File: config.mk
export PLATFORM = sky130hd
export DESIGN_NAME = uirp_port
export DESIGN_NICKNAME = d
export VERILOG_FILES = /design/src/common/uirp_pkg.sv /design/src/core/uirp_core_link.sv /design/src/core/uirp_port.sv
export VERILOG_INCLUDE_DIRS = /design/src /design/src/common
export SDC_FILE = /design/constraint.sdc
export NUM_CORES = 1
export LEC_CHECK = 0
export BUFFER_PORTS_ARGS = -buffer_cell sky130_fd_sc_hd__buf_2
export CAP_MARGIN = 40
export CORE_MARGIN = 5
export CORE_UTILIZATION = 35
export CTS_CLUSTER_SIZE = 12
export DETAILED_ROUTE_END_ITERATION = 8
export HOLD_SLACK_MARGIN = 0.15
export PLACE_DENSITY_LB_ADDON = 0.25
export SYNTH_ARGS = -nofsm -noshare
export SYNTH_HDL_FRONTEND = slang
export SYNTH_SLANG_ARGS = --single-unit
export TNS_END_PERCENT = 5
File: constraint.sdc
create_clock -name i_ref_clk -period 4.9 [get_ports i_ref_clk]
set_input_delay 0.245 -clock i_ref_clk [delete_from_list [all_inputs] [get_ports i_ref_clk]]
set_output_delay 0.245 -clock i_ref_clk [all_outputs]
set_load 0.05 [all_outputs]
File: src/common/uirp_regs.svh
/*
 Register offsets, field positions and reset values of the
 indirect register port. Assumes inclusion by bare name from the package.
*/
`ifndef UIRP_REGS_SVH
`define UIRP_REGS_SVH

`define UIRP_ADDR_PORT_OFS 8'h96
`define UIRP_DATA_PORT_OFS 8'h97
`define UIRP_ADDR_PORT_RST 8'h00
`define UIRP_DATA_PORT_RST 8'h00
`define UIRP_BUSY_BIT 7
`define UIRP_AUTO_BIT 6
`define UIRP_INDEX_MSB 5
`define UIRP_INDEX_RST 6'h00

`endif

File: src/common/uirp_pkg.sv
/*
 Types shared by the indirect register port and its core-side requester.
 Assumes the constants header sits beside it on the include path.
*/
`include "uirp_regs.svh"

package uirp_pkg;

    // Request toward the core register file
    typedef struct packed {
        logic       req;
        logic       write;
        logic [5:0] index;
        logic [7:0] wdata;
    } uirp_core_req_type;

    // Answer from the core register file
    typedef struct packed {
        logic       ack;
        logic [7:0] rdata;
    } uirp_core_rsp_type;

    typedef enum logic [1:0] {
        UIRP_IDLE,
        UIRP_READ,
        UIRP_WRITE
    } uirp_state_type;

endpackage

File: src/core/uirp_core_link.sv
/*
 Core-side requester: holds one request to the core register file until the
 core acknowledges it, and registers the read data on acknowledge.
 Assumes the core answers every request within finite time, on i_ref_clk.
*/
`timescale 1ns/10ps
`include "uirp_regs.svh"

module uirp_core_link
    import uirp_pkg::*;
(
    input wire logic i_ref_clk,
    input wire logic i_rst_n,
    input wire logic i_start,
    input wire logic i_write,
    input wire logic [5:0] i_index,
    input wire logic [7:0] i_wdata,
    output uirp_core_req_type o_core_req,
    input wire uirp_core_rsp_type i_core_rsp,
    output logic o_done,
    output logic [7:0] o_rdata
);

    uirp_core_req_type req_reg, req_next;
    logic [7:0] rdata_reg, rdata_next;

    // Launch on start, drop on acknowledge
    always_comb begin
        req_next = req_reg;
        rdata_next = rdata_reg;
        if (req_reg.req && i_core_rsp.ack) begin
            req_next.req = 1'b0;
            if (!req_reg.write) begin
                rdata_next = i_core_rsp.rdata;
            end
        end else if (i_start && !req_reg.req) begin
            req_next = '{req: 1'b1, write: i_write, index: i_index, wdata: i_wdata};
        end
    end

    always_ff @(posedge i_ref_clk or negedge i_rst_n) begin
        if (!i_rst_n) begin
            req_reg <= '0;
            rdata_reg <= `UIRP_DATA_PORT_RST;
        end else begin
            req_reg <= req_next;
            rdata_reg <= rdata_next;
        end
    end

    assign o_core_req = req_reg;
    assign o_done = req_reg.req & i_core_rsp.ack; // Handshake, combinational
    assign o_rdata = rdata_reg;

endmodule // uirp_core_link

File: src/core/uirp_port.sv
/*
 Indirect register port: an address port and a data port on the processor's
 special-function bus, giving access to the core register file by index.
 Assumes a single-cycle SFR bus on i_ref_clk and a core that acknowledges.
*/
`timescale 1ns/10ps
`include "uirp_regs.svh"

module uirp_port
    import uirp_pkg::*;
(
    input wire logic i_ref_clk,
    input wire logic i_rst_n,
    input wire logic [7:0] i_sfr_addr,
    input wire logic i_sfr_wr,
    input wire logic i_sfr_rd,
    input wire logic [7:0] i_sfr_wdata,
    output logic [7:0] o_sfr_rdata,
    output logic o_sfr_sel,
    output uirp_core_req_type o_core_req,
    input wire uirp_core_rsp_type i_core_rsp
);

    uirp_state_type state_reg, state_next;
    logic [5:0] index_reg, index_next;
    logic auto_reg, auto_next;
    logic [7:0] data_reg, data_next;
    logic [7:0] rdata_reg, rdata_next;
    logic from_link_reg, from_link_next;
    logic start;
    logic start_write;
    logic done;
    logic [7:0] link_rdata;
    logic addr_hit, data_hit, busy;

    assign addr_hit = (i_sfr_addr == `UIRP_ADDR_PORT_OFS);
    assign data_hit = (i_sfr_addr == `UIRP_DATA_PORT_OFS);
    assign busy = (state_reg != UIRP_IDLE);

    // Port state and launch decisions
    always_comb begin
        state_next = state_reg;
        index_next = index_reg;
        auto_next = auto_reg;
        data_next = data_reg;
        from_link_next = from_link_reg;
        start = 1'b0;
        start_write = 1'b0;
        if (done) begin
            state_next = UIRP_IDLE;
            // Link flop holds the value only after this edge, so point at it
            if (state_reg == UIRP_READ) begin
                from_link_next = 1'b1;
            end
        end
        if (i_sfr_wr && addr_hit) begin
            index_next = i_sfr_wdata[`UIRP_INDEX_MSB:0];
            auto_next = i_sfr_wdata[`UIRP_AUTO_BIT];
            if (i_sfr_wdata[`UIRP_BUSY_BIT] && !busy) begin
                start = 1'b1;
                state_next = UIRP_READ;
            end
        end else if (i_sfr_wr && data_hit && !busy) begin
            data_next = i_sfr_wdata;
            from_link_next = 1'b0;
            start = 1'b1;
            start_write = 1'b1;
            state_next = UIRP_WRITE;
        end else if (i_sfr_rd && data_hit && auto_reg && !busy) begin
            start = 1'b1;
            state_next = UIRP_READ;
        end
    end

    // Read data mux, registered for the bus
    always_comb begin
        rdata_next = 8'h00;
        if (addr_hit) begin
            rdata_next = {busy, auto_reg, index_reg};
        end else if (data_hit) begin
            rdata_next = from_link_reg ? link_rdata : data_reg;
        end
    end

    always_ff @(posedge i_ref_clk or negedge i_rst_n) begin
        if (!i_rst_n) begin
            state_reg <= UIRP_IDLE;
            index_reg <= `UIRP_INDEX_RST;
            auto_reg <= 1'b0;
            data_reg <= `UIRP_DATA_PORT_RST;
            from_link_reg <= 1'b0;
            rdata_reg <= 8'h00;
        end else begin
            state_reg <= state_next;
            index_reg <= index_next;
            auto_reg <= auto_next;
            data_reg <= data_next;
            from_link_reg <= from_link_next;
            rdata_reg <= rdata_next;
        end
    end

    // Index taken from the write itself so a combined write hits the new target
    uirp_core_link u_link (
        .i_ref_clk(i_ref_clk),
        .i_rst_n(i_rst_n),
        .i_start(start),
        .i_write(start_write),
        .i_index(index_next),
        .i_wdata(i_sfr_wdata),
        .o_core_req(o_core_req),
        .i_core_rsp(i_core_rsp),
        .o_done(done),
        .o_rdata(link_rdata)
    );

    assign o_sfr_rdata = rdata_reg;
    assign o_sfr_sel = addr_hit | data_hit; // Combinational claim of the address

endmodule // uirp_port

==> impl_metrics.py <==
metrics = {
    "floorplan": {
        "ioPinCount": 54,
        "core_area_sq_um": 5920,
        "initial_utilization_pct": 36.1,
        "die_x_um": 88.1,
        "num_rows": 28,
        "fp.dieH_um": 88.1,
        "die-area_sq_um": 7770,
    },
    "worst_setup_path": {
        "crit_start": "i_sfr_addr[3]",
        "required_ps": 5080,
        "path_max_fanout": 16,
        "criticalPathCategory": "in -> reg",
        "worstSetupStartpointType": "primary input",
        "r2r_start": "state_reg[1]",
        "cp.arrival_ps": 2500,
        "end_kind": "flop",
    },
    "yosys": {
        "synth_most_common_cell": "dfrtp_1",
        "synth.area.top_cells": "dfrtp_1 59%, mux2_2 15%, mux2_4 5.6%, nand2_1 4.0%, mux2i_1 3.7%",
        "async_reset_ff_share_pct": 100,
        "yosysWarnings": 0,
        "synth-seq-area-share_pct": 58.5,
        "syn_nets": 193,
        "synth-seq-cells": 50,
        "syn_inst": 164,
        "synth_flop_cell": "dfrtp_1",
        "synth.top_cell.area_share_pct": 58.5,
        "synth.largest_area_cell": "dfrtp_1",
        "synth_common_cells": "50 x dfrtp_1, 29 x mux2_2, 23 x nand2_1",
        "synth_area_sq_um": 2140,
        "ys_types": 27,
        "avgSynthCellArea_sq_um": 13.0,
        "synth-edff-count": 0,
    },
    "route": {
        "drt_pass1_iterations": 4,
        "wl_per_cell_um": 15.1,
        "drt-vias-per-instance": 4.73,
        "drt_iter0_drc": 28,
        "drc": 0,
        "antenna_left": 0,
        "num_vias": 1387,
        "routed_wl_um": 4420,
    },
    "timing": {
        "slew_viol_final": 0,
        "worst_pin_slew_ps": 846,
        "setup-violations-final": 0,
        "min_period_ps": 2320,
        "period_share_pct": 47.3,
        "clock_skew_ps": 4.48,
        "fmax_mhz": 432,
        "rsz0062_at_grt": "false",
        "timing.setup.tns_ps": 0,
        "hold_viol": 0,
        "slew-limit-headroom_pct": 43.6,
    },
    "clock_tree": {
        "post_cts_buffers": 0,
        "clockBufferDepth": 2,
        "cts_hold_buf": 2,
        "insertion_delay_ps": 290,
        "h-tree-depth": 2,
        "root_buffer": "clkbuf_8",
        "cts_buffers": 5,
        "clock_sinks": 50,
        "clk_pin_slew_ps": 80,
        "cts_tree": "done",
        "cts_resized": 0,
    },
    "global_routing": {
        "grt_overflow": 0,
        "antenna_found_initial": 0,
        "grt_pass1_wl_um": 7350,
        "grtUsageTotal_pct": 12.4,
        "grt_pass1_vias": 1449,
        "grt_max_degree": 30,
    },
    "power": {
        "powerDensity_nw_per_um2": 300,
        "p_leak_uw": 0.00136,
        "ir_drop_mv": 0.120,
    },
    "cells_and_area": {
        "largest_register_ffs": 16,
        "drive_gt1_share_pct": 44.5,
        "syn_to_final_growth_pct": 20.2,
        "finalInstanceArea_sq_um": 2570,
        "nNetsFinal": 247,
        "n_antenna_cell": 0,
    },
    "outcome": {
        "status": "finished clean",
    },
    "worst_hold_path": {
        "min_from": "i_core_rsp[6]",
        "hold_path_class": "in -> reg",
    },
    "place": {
        "portBuffers": 53,
        "placed_cell_area_sq_um": 2470,
        "place_congestion": 0.721,
        "dpl.hpwl_um": 3300,
    },
    "job": {
        "cap_violations": 0,
    },
}
report_power, final:
part           leakage, uW  internal (uW)  switching (uW)
sequential        0.000684            436            14.3
clock            0.0000383           98.5             122
combinational     0.000638           40.8            58.8
total              0.00136            575             195
cells in the final DEF, fill, tap and decap left out, drive strengths merged, types with 2 or more instances in the layout:
| master | instances |
|---|---|
| nand2 | 23 |
| mux2 | 37 |
| or4 | 2 |
| clkbuf | 7 |
| o21ai | 2 |
| mux2i | 8 |
| a211oi | 8 |
| dlygate4sd3 | 2 |
| nor2 | 9 |
| dfrtp | 50 |
| inv | 2 |
| buf | 54 |
per-stage QoR:
step / utilization [%] / instances / total power, uW / setup slack [ps] / hold slack (ps)
2_1_floorplan: - / 164 / 517 / 2960 / -50.6
3_3_place_gp: 41.4 / 283 / 555 / 2310 / 462
3_5_place_dp: 41.8 / 284 / 559 / 2260 / 246
4_1_cts: 43.4 / 293 / 786 / 2570 / 165
5_1_grt: 43.4 / 293 / 812 / 2490 / 171
6_report: 43.4 / 293 / 770 / 2580 / 177
kinds of logic (layout without fill, tap and decap cells):
group	Yosys count	in the layout	synth area share [%]
AO/OA/AOI/OAI	16	16	5.33
buffers and inverters	11	65	2.40
flip-flops	50	50	58.5
multiplexers	45	45	24.6
AND/OR/NAND/NOR	42	42	9.08
worst max-delay path, cell delays in order:
cell and delay, ps:
buf_2 100, and4bb_1 250, nand4b_1 400, or4_1 1060, mux2_4 440
layer usage:
metal	share of wire [%]	global-route usage [%]	vias to the layer above
met3	5.1	2.73	6
li1	-	-	681
met2	45	18.8	37
met1	48	17.4	663
met4	1.7	4.95	0
met5	0	0	-
layout make-up:
cell class	count	area, sq um
clock buffer	7	76.3
fill	585	3350
inverter	2	7.51
multi-input combinational	103	835
sequential	50	1250
tap	75	93.8
timing repair buffer	56	305
final timing paths:
check / to / slack, ps / depth (start not counted)
setup / recovery: u_link.o_core_req[7] / 2580 / 5
hold reg to reg: u_link.o_core_req[14] / 500 / 1
max in group asynchronous: u_link.o_rdata[3] / 3930 / 3
hold / removal: u_link.o_rdata[6] / 180 / 2
min in group asynchronous: u_link.o_core_req[7] / 440 / 2
setup reg to reg: u_link.o_core_req[7] / 2740 / 4
Note: power is estimated with default switching activity, not from simulation.
